## config.mk

```make
export PLATFORM = sky130hd
export DESIGN_NAME = sadc_ctrl
export DESIGN_NICKNAME = d
export VERILOG_FILES = /design/src/inc/sadc_pkg.sv /design/src/inc/sadc_eng_if.sv /design/src/rtl/sadc_ctrl.sv /design/src/rtl/sadc_sar.sv
export VERILOG_INCLUDE_DIRS = /design/src /design/src/inc
export SDC_FILE = /design/constraint.sdc
export NUM_CORES = 1
export LEC_CHECK = 0
export BUFFER_PORTS_ARGS = -buffer_cell sky130_fd_sc_hd__buf_2
export CORE_ASPECT_RATIO = 0.75
export CORE_MARGIN = 1.5
export CORE_UTILIZATION = 25
export DETAILED_ROUTE_END_ITERATION = 12
export SETUP_SLACK_MARGIN = 0.1
export SLEW_MARGIN = 20
export SYNTH_ARGS = -nofsm -noshare
export SYNTH_HDL_FRONTEND = slang
export SYNTH_HIERARCHICAL = 1
export SYNTH_SLANG_ARGS = --single-unit
```

## constraint.sdc

```tcl
create_clock -name clk_sys -period 1.9 [get_ports clk_sys]
set_clock_uncertainty 0.15 [all_clocks]
set_input_delay 0.285 -clock clk_sys [delete_from_list [all_inputs] [get_ports clk_sys]]
set_output_delay 0.285 -clock clk_sys [all_outputs]
set_load 0.02 [all_outputs]
```

## src/inc/sadc_cfg.svh

```systemverilog
`ifndef SADC_CFG_SVH
`define SADC_CFG_SVH

// Register indices; the byte address on the bus is four times the index.
`define SADC_IDX_RESULT 8'h0a
`define SADC_IDX_CTRL 8'h0b
`define SADC_ADDR_W 12

// Reset values, full-scale result and first trial code.
`define SADC_CTRL_RST 8'h00
`define SADC_RESULT_RST 8'h00
`define SADC_RESULT_FULL 8'hff
`define SADC_TRIAL_MSB 8'h80

// Control and status field positions.
`define SADC_BIT_DONE 7
`define SADC_BIT_RSV6 6
`define SADC_BIT_PWR 5
`define SADC_BIT_RSV4 4
`define SADC_BIT_RSV3 3
`define SADC_CH_MSB 2
`define SADC_CH_LSB 0

// Conversion timing in clock cycles.
`define SADC_CONV_CYC 64
`define SADC_SAMPLE_HALF_CYC 63
`define SADC_SAMPLE_CYC ((`SADC_SAMPLE_HALF_CYC + 1) / 2)
`define SADC_RES_BITS 8
`define SADC_BIT_CYC ((`SADC_CONV_CYC - `SADC_SAMPLE_CYC) / `SADC_RES_BITS)
`define SADC_CNT_W 6
`define SADC_GAP_W 7

// Stabilisation time after power-on or after leaving halt.
`define SADC_CLK_MHZ 250
`define SADC_STAB_US 30
`define SADC_STAB_CYC (`SADC_STAB_US * `SADC_CLK_MHZ)
`define SADC_STAB_W 13

`endif

```

## src/inc/sadc_pkg.sv

```systemverilog
package sadc_pkg;

  typedef enum logic [3:0]
  {
    SADC_OFF = 4'b0001,
    SADC_SETTLE = 4'b0010,
    SADC_RUN = 4'b0100,
    SADC_HALTED = 4'b1000
  } sadc_state_t;

  typedef enum logic [1:0]
  {
    SADC_SEL_NONE = 2'h0,
    SADC_SEL_RESULT = 2'h1,
    SADC_SEL_CTRL = 2'h2
  } sadc_sel_t;

endpackage

```

## src/inc/sadc_eng_if.sv

```systemverilog
`timescale 1ns/1ps
interface sadc_eng_if;
  logic run;
  logic restart;
  logic cmp;
  logic done;
  logic sample;
  logic [7:0] result;
  logic [7:0] code;

  modport ctrl
  (
    output run,
    output restart,
    output cmp,
    input done,
    input sample,
    input result,
    input code
  );

  modport engine
  (
    input run,
    input restart,
    input cmp,
    output done,
    output sample,
    output result,
    output code
  );
endinterface

```

## src/rtl/sadc_ctrl.sv

```systemverilog
// Functional notes
// RQ1: Eight-bit successive approximation with sample-and-hold.
// RQ2: Eight inputs, only the selected one converted.
// RQ3: Input at high reference gives full scale.
// RQ4: Input at low reference gives zero.
// RQ5: Conversion 64 cycles, sampling 31.5 cycles; the code samples for 32 cycles.
// RQ6: Result code is monotonic with input.
// RQ7: Ideal result is 255 times relative input.
// RQ8: Control bits 2 to 0 pick channel.
// RQ9: Power-on waits 30 us, then converts continuously.
// RQ10: Clearing power bit stops conversion.
// RQ11: Completion sets done flag and loads result.
// RQ12: Completion raises no interrupt.
// RQ13: Control write aborts, clears flag, restarts.
// RQ14: Reading result clears done flag.
// RQ15: Result read-only, eight bits wide.
// RQ16: Both registers reset to zero.
// RQ17: Control bit 4 always reads zero.
// RQ18: Software writes zero to bits 6, 3.
// RQ19: Wait mode leaves converter untouched.
// RQ20: Halt stops conversion until restarted and stabilised.
// RQ21: Software sets analog pins as plain inputs.
// RQ22: Analog pins stay readable as logic inputs.
// RQ23: Result holds until next conversion completes.
//
// Our own choice: the APB register port.
`timescale 1ns/1ps
`include "sadc_cfg.svh"
module sadc_ctrl
#(
  parameter logic [`SADC_STAB_W-1:0] STAB_CYC = `SADC_STAB_W'(`SADC_STAB_CYC)
)
(
  input wire logic clk_sys,
  input wire logic sys_rst,
  input wire logic psel,
  input wire logic penable,
  input wire logic pwrite,
  input wire logic [`SADC_ADDR_W-1:0] paddr,
  input wire logic [31:0] pwdata,
  output logic [31:0] prdata,
  output logic pready,
  output logic pslverr,
  input wire logic cmp_in,
  input wire logic halt_mode,
  input wire logic wait_mode,
  output logic [2:0] chan_sel,
  output logic sample_hold,
  output logic [7:0] trial_code,
  output logic analog_pwr_en
);
  sadc_eng_if eng ();

  sadc_pkg::sadc_state_t state_ff;
  sadc_pkg::sadc_state_t nxt_state;
  sadc_pkg::sadc_sel_t acc_sel;
  logic [`SADC_STAB_W-1:0] stab_cnt_ff;
  logic conversion_done_flag_ff;
  logic nxt_done_flag;
  logic converter_power_on_ff;
  logic [2:0] chan_select_ff;
  logic [7:0] conversion_result_ff;
  logic [7:0] nxt_result;
  logic [31:0] prdata_ff;
  logic pready_ff;
  logic pslverr_ff;
  logic analog_pwr_ff;
  logic cmp_meta_ff;
  logic cmp_sync_ff;
  logic setup;
  logic wr_acc;
  logic rd_acc;
  logic ctrl_wr;
  logic res_rd;

  function automatic logic [`SADC_ADDR_W-1:0] byte_addr(input logic [7:0] idx);
    byte_addr = `SADC_ADDR_W'({idx, 2'b00});
  endfunction

  function automatic sadc_pkg::sadc_sel_t decode
  (
    input logic [`SADC_ADDR_W-1:0] addr
  );
    if (addr == byte_addr(`SADC_IDX_RESULT))
      decode = sadc_pkg::SADC_SEL_RESULT;
    else if (addr == byte_addr(`SADC_IDX_CTRL))
      decode = sadc_pkg::SADC_SEL_CTRL;
    else
      decode = sadc_pkg::SADC_SEL_NONE;
  endfunction

  // Reserved bits 6, 4 and 3 are not stored and always read as zero.
  function automatic logic [31:0] reg_read
  (
    input sadc_pkg::sadc_sel_t sel,
    input logic flag,
    input logic pwr,
    input logic [2:0] ch,
    input logic [7:0] res
  );
    logic [7:0] ctrl;
    ctrl = `SADC_CTRL_RST;
    ctrl[`SADC_BIT_DONE] = flag;
    ctrl[`SADC_BIT_PWR] = pwr;
    ctrl[`SADC_CH_MSB:`SADC_CH_LSB] = ch;
    unique case (sel)
      sadc_pkg::SADC_SEL_RESULT: reg_read = {24'h000000, res};
      sadc_pkg::SADC_SEL_CTRL: reg_read = {24'h000000, ctrl};
      default: reg_read = 32'h00000000;
    endcase
  endfunction

  always_comb
  begin
    acc_sel = decode(paddr);
    setup = psel && !penable;
    wr_acc = psel && penable && pready_ff && pwrite;
    rd_acc = psel && penable && pready_ff && !pwrite;
    ctrl_wr = wr_acc && acc_sel == sadc_pkg::SADC_SEL_CTRL;
    res_rd = rd_acc && acc_sel == sadc_pkg::SADC_SEL_RESULT; // RQ15
  end

  // The access phase always lasts one cycle; read data is taken from the
  // values that the setup edge leaves behind.
  always_ff @(posedge clk_sys or posedge sys_rst)
  begin
    if (sys_rst)
    begin
      pready_ff <= 1'b0;
      pslverr_ff <= 1'b0;
      prdata_ff <= 32'h00000000;
    end
    else
    begin
      pready_ff <= setup && !pready_ff;
      pslverr_ff <= setup && acc_sel == sadc_pkg::SADC_SEL_NONE;
      if (setup)
        prdata_ff <= reg_read(acc_sel, nxt_done_flag, // RQ17
          converter_power_on_ff, chan_select_ff, nxt_result);
    end
  end

  // Control write; bits 6 and 3 are expected as zero and simply dropped.
  always_ff @(posedge clk_sys or posedge sys_rst)
  begin
    if (sys_rst)
    begin
      converter_power_on_ff <= 1'(`SADC_CTRL_RST >> `SADC_BIT_PWR); // RQ16
      chan_select_ff <= 3'h0; // RQ16
    end
    else if (ctrl_wr)
    begin
      converter_power_on_ff <= pwdata[`SADC_BIT_PWR]; // RQ9 RQ10
      chan_select_ff <= pwdata[`SADC_CH_MSB:`SADC_CH_LSB]; // RQ8
    end
  end

  // A completion in the same cycle as a clearing access wins, so no
  // finished result is ever silently lost.
  always_comb
  begin
    nxt_result = eng.done ? eng.result : conversion_result_ff; // RQ11 RQ23
    if (eng.done)
      nxt_done_flag = 1'b1; // RQ11 RQ12
    else if (ctrl_wr || res_rd)
      nxt_done_flag = 1'b0; // RQ13 RQ14
    else
      nxt_done_flag = conversion_done_flag_ff;
  end

  always_ff @(posedge clk_sys or posedge sys_rst)
  begin
    if (sys_rst)
    begin
      conversion_done_flag_ff <= 1'b0; // RQ16
      conversion_result_ff <= `SADC_RESULT_RST; // RQ16
    end
    else
    begin
      conversion_done_flag_ff <= nxt_done_flag;
      conversion_result_ff <= nxt_result;
    end
  end

  // Wait mode is deliberately absent from every transition below.
  always_comb
  begin
    nxt_state = state_ff;
    unique case (state_ff)
      sadc_pkg::SADC_OFF:
        if (converter_power_on_ff && !halt_mode)
          nxt_state = sadc_pkg::SADC_SETTLE; // RQ9
      sadc_pkg::SADC_SETTLE:
        if (!converter_power_on_ff)
          nxt_state = sadc_pkg::SADC_OFF;
        else if (halt_mode)
          nxt_state = sadc_pkg::SADC_HALTED;
        else if (stab_cnt_ff == STAB_CYC - 1'b1)
          nxt_state = sadc_pkg::SADC_RUN; // RQ9
      sadc_pkg::SADC_RUN:
        if (!converter_power_on_ff)
          nxt_state = sadc_pkg::SADC_OFF; // RQ10
        else if (halt_mode)
          nxt_state = sadc_pkg::SADC_HALTED; // RQ20
      sadc_pkg::SADC_HALTED:
        if (!converter_power_on_ff)
          nxt_state = sadc_pkg::SADC_OFF;
        else if (!halt_mode)
          nxt_state = sadc_pkg::SADC_SETTLE; // RQ20
      default:
        nxt_state = sadc_pkg::SADC_OFF;
    endcase
  end

  always_ff @(posedge clk_sys or posedge sys_rst)
  begin
    if (sys_rst)
      state_ff <= sadc_pkg::SADC_OFF;
    else
      state_ff <= nxt_state;
  end

  always_ff @(posedge clk_sys or posedge sys_rst)
  begin
    if (sys_rst)
      stab_cnt_ff <= '0;
    else if (state_ff != sadc_pkg::SADC_SETTLE)
      stab_cnt_ff <= '0;
    else
      stab_cnt_ff <= `SADC_STAB_W'(stab_cnt_ff + 1'b1); // RQ9 RQ20
  end

  // The comparator output is asynchronous to the clock.
  always_ff @(posedge clk_sys or posedge sys_rst)
  begin
    if (sys_rst)
    begin
      cmp_meta_ff <= 1'b0;
      cmp_sync_ff <= 1'b0;
    end
    else
    begin
      cmp_meta_ff <= cmp_in;
      cmp_sync_ff <= cmp_meta_ff;
    end
  end

  // Only the mux select, the hold, the trial code and the analog power enable are driven; port input buffers are never gated, so
  // the pins keep reading as logic inputs.
  always_ff @(posedge clk_sys or posedge sys_rst)
  begin
    if (sys_rst)
      analog_pwr_ff <= 1'b0;
    else
      analog_pwr_ff <= nxt_state == sadc_pkg::SADC_SETTLE
        || nxt_state == sadc_pkg::SADC_RUN; // RQ10 RQ20 RQ22
  end

  assign eng.run = state_ff == sadc_pkg::SADC_RUN; // RQ9 RQ19
  assign eng.restart = ctrl_wr; // RQ13
  assign eng.cmp = cmp_sync_ff;

  sadc_sar u_sar
  (
    .clk_sys(clk_sys),
    .sys_rst(sys_rst),
    .eng(eng)
  );

  assign prdata = prdata_ff;
  assign pready = pready_ff;
  assign pslverr = pslverr_ff;
  assign chan_sel = chan_select_ff; // RQ2 RQ8
  assign sample_hold = eng.sample;
  assign trial_code = eng.code;
  assign analog_pwr_en = analog_pwr_ff;

  // Checking helpers: cycles between completions of unbroken runs.
  logic [`SADC_GAP_W-1:0] gap_ff;
  logic gap_ok_ff;

  always_ff @(posedge clk_sys or posedge sys_rst)
  begin
    if (sys_rst)
    begin
      gap_ff <= '0;
      gap_ok_ff <= 1'b0;
    end
    else
    begin
      gap_ff <= eng.done ? '0 : `SADC_GAP_W'(gap_ff + 1'b1);
      if (!eng.run || eng.restart)
        gap_ok_ff <= 1'b0;
      else if (eng.done)
        gap_ok_ff <= 1'b1;
    end
  end
endmodule // sadc_ctrl

```

## src/rtl/sadc_sar.sv

```systemverilog
`timescale 1ns/1ps
`include "sadc_cfg.svh"
module sadc_sar
(
  input wire logic clk_sys,
  input wire logic sys_rst,
  sadc_eng_if.engine eng
);
  logic [`SADC_CNT_W-1:0] cnt_ff;
  logic [`SADC_CNT_W-1:0] nxt_cnt;
  logic [`SADC_CNT_W-1:0] ofs;
  logic [7:0] code_ff;
  logic [7:0] result_ff;
  logic done_ff;
  logic sample_ff;
  logic armed_ff;
  logic [2:0] bidx;
  logic in_bits;
  logic last_ph;
  logic go;

  always_comb
  begin
    go = eng.run && !eng.restart;
    nxt_cnt = (go && armed_ff) ? `SADC_CNT_W'(cnt_ff + 1'b1) : '0;
    ofs = `SADC_CNT_W'(cnt_ff - `SADC_CNT_W'(`SADC_SAMPLE_CYC));
    in_bits = cnt_ff >= `SADC_CNT_W'(`SADC_SAMPLE_CYC);
    bidx = 3'(`SADC_RES_BITS - 1) - 3'(ofs / `SADC_CNT_W'(`SADC_BIT_CYC));
    last_ph = (ofs % `SADC_CNT_W'(`SADC_BIT_CYC))
      == `SADC_CNT_W'(`SADC_BIT_CYC - 1);
  end

  // The counter width equals one conversion, so it wraps straight into the
  // next sample phase and conversions follow back to back.
  always_ff @(posedge clk_sys or posedge sys_rst)
  begin
    if (sys_rst)
      cnt_ff <= '0;
    else
      cnt_ff <= nxt_cnt; // RQ5
  end

  // One idle cycle after every start lets the hold signal rise together
  // with the first counted cycle, so no sampling phase is cut short.
  always_ff @(posedge clk_sys or posedge sys_rst)
  begin
    if (sys_rst)
      armed_ff <= 1'b0;
    else
      armed_ff <= go; // RQ5
  end

  always_ff @(posedge clk_sys or posedge sys_rst)
  begin
    if (sys_rst)
      sample_ff <= 1'b0;
    else
      sample_ff <= go && nxt_cnt < `SADC_CNT_W'(`SADC_SAMPLE_CYC); // RQ1 RQ5
  end

  // A bit is kept when the input is at or above the trial level, so a
  // saturated input keeps every bit and a grounded one keeps none.
  always_ff @(posedge clk_sys or posedge sys_rst)
  begin
    if (sys_rst)
      code_ff <= '0;
    else if (!go)
      code_ff <= '0;
    else if (cnt_ff == `SADC_CNT_W'(`SADC_SAMPLE_CYC - 1))
      code_ff <= `SADC_TRIAL_MSB; // RQ1
    else if (in_bits && last_ph)
    begin
      code_ff[bidx] <= eng.cmp; // RQ3 RQ4 RQ6 RQ7
      if (bidx != 3'h0)
        code_ff[3'(bidx - 3'h1)] <= 1'b1;
    end
  end

  always_ff @(posedge clk_sys or posedge sys_rst)
  begin
    if (sys_rst)
    begin
      done_ff <= 1'b0;
      result_ff <= `SADC_RESULT_RST;
    end
    else
    begin
      done_ff <= go && cnt_ff == `SADC_CNT_W'(`SADC_CONV_CYC - 1);
      if (go && cnt_ff == `SADC_CNT_W'(`SADC_CONV_CYC - 1))
        result_ff <= {code_ff[7:1], eng.cmp}; // RQ1
    end
  end

  assign eng.code = code_ff;
  assign eng.sample = sample_ff;
  assign eng.done = done_ff;
  assign eng.result = result_ff;
endmodule // sadc_sar

```

==> impl_metrics.toml, run 1 <==
[clock_network]
numCtsBuffers = 9
clk_transition_reported_paths_ps = 60
worstSkewPairLatency_ps = 330
clkSinkCount = 68
root_buffer = "clkbuf_16"
cts_tree = "yes"
cts.htree.levels = 3
cts.path.max_buffers = 2

[cells_and_area]
seq_area_sq_um = 1700
post-route-util = 0.336
mostFrequentLayoutCells = "dfrtp_1 (66), buf_2 (45), buf_4 (38)"
final_common_cell = "dfrtp_1"
stdcell_count = 597
drive_above_1_share = 0.353
multi_input_area_sq_um = 1780
antenna_cells = 0
num-nets-final = 474
fillerInstances = 1415
syn2layout_area_growth_pct = 30.1

[sta]
finalSetupViolCount = 7
worst_pin_slew_ps = 645
finalCriticalPeriod_ps = 2080
period_share = 1.10
grt_setup_unrepaired = "true"
totalNegativeSetupSlack_ps = -305
timing.slew.headroom = 0.570
fin_ws_ps = -183
drv_slew = 0
fmax_ghz = 0.480
finalHoldViolCount = 0

[die]
fp-row-count = 37
start_util = 0.258
boundaryPins = 99
die_w_um = 141
dieArea_sq_um = 15000
die_y_um = 106
core-area_sq_um = 13800

[synth]
syn_inst = 336
synth-edff-count = 0
yosysSeqAreaShare = 0.478
synth_async_sr_flop_share = 1.00
synthDistinctLibCells = 50
synth-seq-cells = 68
syn_area_per_cell_sq_um = 10.6
synthFlopType = "dfrtp_1"
netlist_area_sq_um = 3560
ys.warnings.count = 6

[grt]
grt_overflow = 0
grt_pass1_wl_um = 13400
track_usage = 0.114
antenna_found_initial = 0
grt_max_degree = 26
grt_pass1_vias = 2683

[drt]
firstDrtPassIters = 4
finalWirelength_um = 8290
vias_per_cell = 4.54
vias = 2713
drcViolationCount = 0
dr.first_iter.drc_count = 81
antenna_left = 0
avgRoutedWirePerCell_um = 13.9

[place]
dpl.hpwl_um = 5800
portBuffers = 45
dp_worst_setup_slack_ps = -210
routabilityCongestion = 0.814
placed_cells = 576

[critical_path]
reg2reg_slack_ps = -180
critPathCaptureType = "flop"
required_ps = 2020
worstSetupPathType = "reg2reg"
reg2reg_from = "stab_cnt_ff[7]$_DFF_PP0_"
cp_data_arrival_time_ps = 2200
worstSetupEndpoint = "analog_pwr_en$_DFF_PP0_"
critical_path.startpoint_type = "flop"
cp-startpoint = "stab_cnt_ff[7]$_DFF_PP0_"
r2r_cells = 4
cp_max_fo = 2
rr_endpoint = "analog_pwr_en$_DFF_PP0_"

[min_path]
hold_path.class = "in2reg"
whs_path_depth = 2

[pwr]
p_leak_uw = 0.00210
power_density_nw_per_um2 = 741
ir_drop_mv = 0.499

[outcome]
violations = "setup timing"
status = "finished with violations"

[job]
cap_violations = 0
synthesized netlist by cell type (2+ instances only):
master / number / area share
buf_4: 24 / 0.051
mux2i_1: 7 / 0.020
o21ai_0: 8 / 0.011
nor3_1: 7 / 0.0098
nand3_1: 7 / 0.0098
or3_1: 5 / 0.0088
nor2_1: 28 / 0.030
nand4b_1: 2 / 0.0049
xnor2_1: 8 / 0.020
dfrtp_1: 67 / 0.47
and3_1: 3 / 0.0053
nand3b_1: 5 / 0.011
nand2_1: 21 / 0.022
o211ai_1: 11 / 0.023
o221ai_1: 4 / 0.0098
ha_1: 5 / 0.018
mux2_2: 13 / 0.041
xor2_1: 7 / 0.017
o41ai_1: 4 / 0.0098
mux2_4: 8 / 0.034
nor3b_1: 3 / 0.0063
buf_6: 3 / 0.0095
o31ai_1: 4 / 0.0084
o2111ai_1: 2 / 0.0049
nand2b_1: 10 / 0.018
clkbuf_1: 13 / 0.014
inv_1: 13 / 0.014
nor4_1: 2 / 0.0035
nand4_1: 7 / 0.012
a21oi_1: 6 / 0.0084
nor2b_1: 9 / 0.016
o32a_1: 2 / 0.0056
stage by stage:
| step | hold WS (ps) | area [sq um] | total power [uW] |
|---|---|---|---|
| final | 31.9 | 4630 | 3430 |
| after global routing | 17.7 | 4630 | 3570 |
| after CTS | 19.8 | 4560 | 3480 |
| after detailed placement | 149 | 4170 | 1630 |
| after global placement | 145 | 4170 | 1630 |
| after floorplan | 162 | 3720 | 1610 |
how the worst min path moves through the flow:
stage                         start                  endpoint  slack (ps)
after global placement      sys_rst   analog_pwr_en$_DFF_PP0_         140
final                     pwdata[0]   chan_sel[0]$_DFFE_PP0P_          30
after CTS                 pwdata[2]   chan_sel[2]$_DFFE_PP0P_          20
after global routing      pwdata[0]   chan_sel[0]$_DFFE_PP0P_          20
after detailed placement    sys_rst   analog_pwr_en$_DFF_PP0_         150
after floorplan             sys_rst  u_sar/armed_ff$_DFF_PP0_         160
logic make-up after synthesis:
kind of cell,synth area share
AOI/OAI and AO/OA,0.102
xor gates and xnor gates,0.0369
adders and majority gates,0.0176
buffers and inverters,0.0889
DFF,0.478
muxes,0.0946
other,0.00105
and+or+nand+nor,0.180
layout make-up:
cell class | instances | area share
Tap cell | 175 | 0.0473
Clock buffer | 10 | 0.0516
Clock inverter | 6 | 0.0186
Inverter | 13 | 0.0105
Sequential cell | 68 | 0.368
Timing Repair Buffer | 87 | 0.119
Multi-Input combinational cell | 238 | 0.384
state kept, by name, summed over array words and instances, names as in the netlist, 3 cells and up:
register              cells
u_sar/eng.result          8
stab_cnt_ff              13
chan_sel                  3
u_sar/eng.code            8
state_ff                  4
u_sar/cnt_ff              6
conversion_result_ff      8
prdata                    8
report_power, final:
group | leakage, uW | total, uW | internal [uW] | switching (uW)
Combinational | 0.00101 | 156 | 45.0 | 111
Sequential | 0.000939 | 1460 | 1450 | 1.82
Clock | 0.000159 | 1820 | 1180 | 636
what timing repair did:
| item | 4_1_cts | 5_1_grt |
|---|---|---|
| gates resized for setup | 8 | 12 |
| endpoints found under the hold margin | 38 | 0 |
| setup buffers | 2 | 1 |
| endpoints found under the setup margin | 22 | 23 |
| pin swaps | 5 | 5 |
| gates cloned | 1 | 0 |
| hold buffers | 2 | 0 |
critical path, stage by stage (launching register included):
cell	delay, ps
dfrtp_1	380
or4b_4	550
or4_4	450
a2111oi_4	330
a31o_1	160
layer usage:
metal | GRT usage | part of all wire | vias up
li1 | - | - | 1303
met1 | 0.153 | 0.49 | 1348
met2 | 0.174 | 0.47 | 52
met3 | 0.0356 | 0.033 | 10
met4 | 0.0357 | 0.0095 | 0
met5 | 0 | 0 | -
Power figures use the tool's default switching activity.
==> run 2, diff against run 1 <==
--- a/config.mk
+++ b/config.mk
@@ -11,6 +11,7 @@
 export CORE_MARGIN = 1.5
 export CORE_UTILIZATION = 25
 export DETAILED_ROUTE_END_ITERATION = 12
+export RECOVER_POWER = 25
 export SETUP_SLACK_MARGIN = 0.1
 export SLEW_MARGIN = 20
 export SYNTH_ARGS = -nofsm -noshare
==> run 2 against run 1 <==
  * The flow still finishes with violations (setup timing)
  * First-iteration DRC count unchanged
  * Total power about the same
  * Highest routed layer unchanged
  * Non-clock buffer count unchanged
  * Register-to-register slack about the same
  * Flip-flop and latch count unchanged
  * Final cell count unchanged
  * Largest cell class unchanged
  * Core utilization about the same
==> impl_metrics.toml, run 2 (synthesis results as in run 1) <==
[grt]
grt_pass1_vias = 2683
antenna_found_initial = 0
grt_overflow = 0
grt_pass1_wl_um = 13400
track_usage = 0.114
grt_max_degree = 26

[critical_path]
required_ps = 2020
critPathCaptureType = "flop"
worstSetupPathType = "reg2reg"
cp_max_fo = 2
critical_path.startpoint_type = "flop"
r2r_cells = 4
cp_data_arrival_time_ps = 2200
cp-startpoint = "stab_cnt_ff[7]$_DFF_PP0_"
rr_endpoint = "analog_pwr_en$_DFF_PP0_"
reg2reg_slack_ps = -180
reg2reg_from = "stab_cnt_ff[7]$_DFF_PP0_"

[min_path]
whs_path_depth = 2
min_from = "pwdata[0]"
min_to = "chan_sel[0]$_DFFE_PP0P_"
hold_path.class = "in2reg"

[cells_and_area]
top_register = "stab_cnt_ff"
largest_reg_flops = 13
syn2layout_area_growth_pct = 30.0
fin_area_sq_um = 4630
post-route-util = 0.335
mostFrequentLayoutCells = "dfrtp_1 (66), buf_2 (44), buf_4 (36)"
final_common_cell = "dfrtp_1"
drive_above_1_share = 0.351
antenna_cells = 0
num-nets-final = 474

[drt]
vias_per_cell = 4.51
drcViolationCount = 0
vias = 2694
finalWirelength_um = 8280
dr.first_iter.drc_count = 81
avgRoutedWirePerCell_um = 13.9
firstDrtPassIters = 4
antenna_left = 0

[place]
dpl.hpwl_um = 5800
portBuffers = 45
dpl_cell_area_sq_um = 4170
routabilityCongestion = 0.814

[clock_network]
cts_tree = "yes"
root_buffer = "clkbuf_16"
clk_transition_reported_paths_ps = 60
numCtsBuffers = 9
cts.htree.levels = 3
cts.path.max_buffers = 2
worstSkewPairLatency_ps = 340
clkSinkCount = 68

[die]
dieArea_sq_um = 15000
fp-row-count = 37
die_w_um = 141
core-area_sq_um = 13800
boundaryPins = 99
start_util = 0.258
die_y_um = 106

[sta]
finalSetupViolCount = 7
period_share = 1.10
worst_pin_slew_ps = 676
fmax_ghz = 0.480
fin_ws_ps = -181
finalCriticalPeriod_ps = 2080
timing.slew.headroom = 0.549
finalHoldViolCount = 0
drv_slew = 0
grt_setup_unrepaired = "true"

[pwr]
power_density_nw_per_um2 = 742
p_leak_uw = 0.00210
ir_drop_mv = 0.504
p_total_uw = 3430

[job]
cap_violations = 0

[outcome]
violations = "setup timing"
status = "finished with violations"
## run 2: changes by cell type in the layout (fill, tap and decap cells not counted)
cell and delta:
buf_4 -2, clkbuf_2 +1, clkbuf_4 +1, clkbuf_1 +1, buf_2 -1
## run 2: repair_timing
| action | in CTS | in global routing |
|---|---|---|
| hold buffers | 2 | 0 |
| pin swaps | 5 | 5 |
| gates resized for setup | 8 | 12 |
| buffers inserted | 2 | 1 |
| endpoints found under the setup margin | 22 | 23 |
| gates cloned | 1 | 0 |
| endpoints found under the hold margin | 38 | 0 |
## run 2: per-layer routing
metal  GRT usage  up-vias  routed length [um]
li1            -     1302                   -
met1       0.153     1336                4050
met2       0.174       45                3880
met3      0.0356       11                 270
met4      0.0357        0                  79
met5           0        -                   0
## run 2: worst max-delay path, stage by stage (launching register included)
cell and delay, ps:
dfrtp_1 380, or4b_4 550, or4_4 450, a2111oi_4 330, a31o_1 160
## run 2: worst max path at each step
stage	slack, ps	endpoint
2_1_floorplan	-120	u_sar/eng.result[0]$_DFFE_PP0P_
3_3_place_gp	-200	u_sar/eng.result[4]$_DFFE_PP0P_
3_5_place_dp	-210	u_sar/eng.result[6]$_DFFE_PP0P_
4_1_cts	-190	analog_pwr_en$_DFF_PP0_
5_1_grt	-240	analog_pwr_en$_DFF_PP0_
6_report	-180	analog_pwr_en$_DFF_PP0_
## run 2: final cells by class
| type | instances | area [sq um] |
|---|---|---|
| multi-input combinational | 238 | 1780 |
| clock inverter | 6 | 86.3 |
| inverter | 13 | 48.8 |
| fill | 1417 | 9170 |
| tap | 175 | 219 |
| timing repair buffer | 87 | 549 |
| sequential | 68 | 1700 |
| clock buffer | 10 | 239 |
## run 2: where the power goes
group	switching, uW	total (uW)	internal [uW]
Clock	639	1820	1180
Sequential	1.82	1460	1450
Combinational	111	155	43.9
Total	752	3430	2680
## run 2: through the flow
| step | hold WS (ps) | worst slack [ps] | setup TNS (ps) | std cells |
|---|---|---|---|---|
| global route | 17.7 | -243 | -622 | 597 |
| detailed placement | 149 | -210 | -2670 | 576 |
| global placement | 145 | -198 | -2380 | 576 |
| CTS | 19.8 | -194 | -268 | 596 |
| floorplan | 162 | -115 | -1020 | 359 |
| finish | 29.4 | -181 | -325 | 597 |
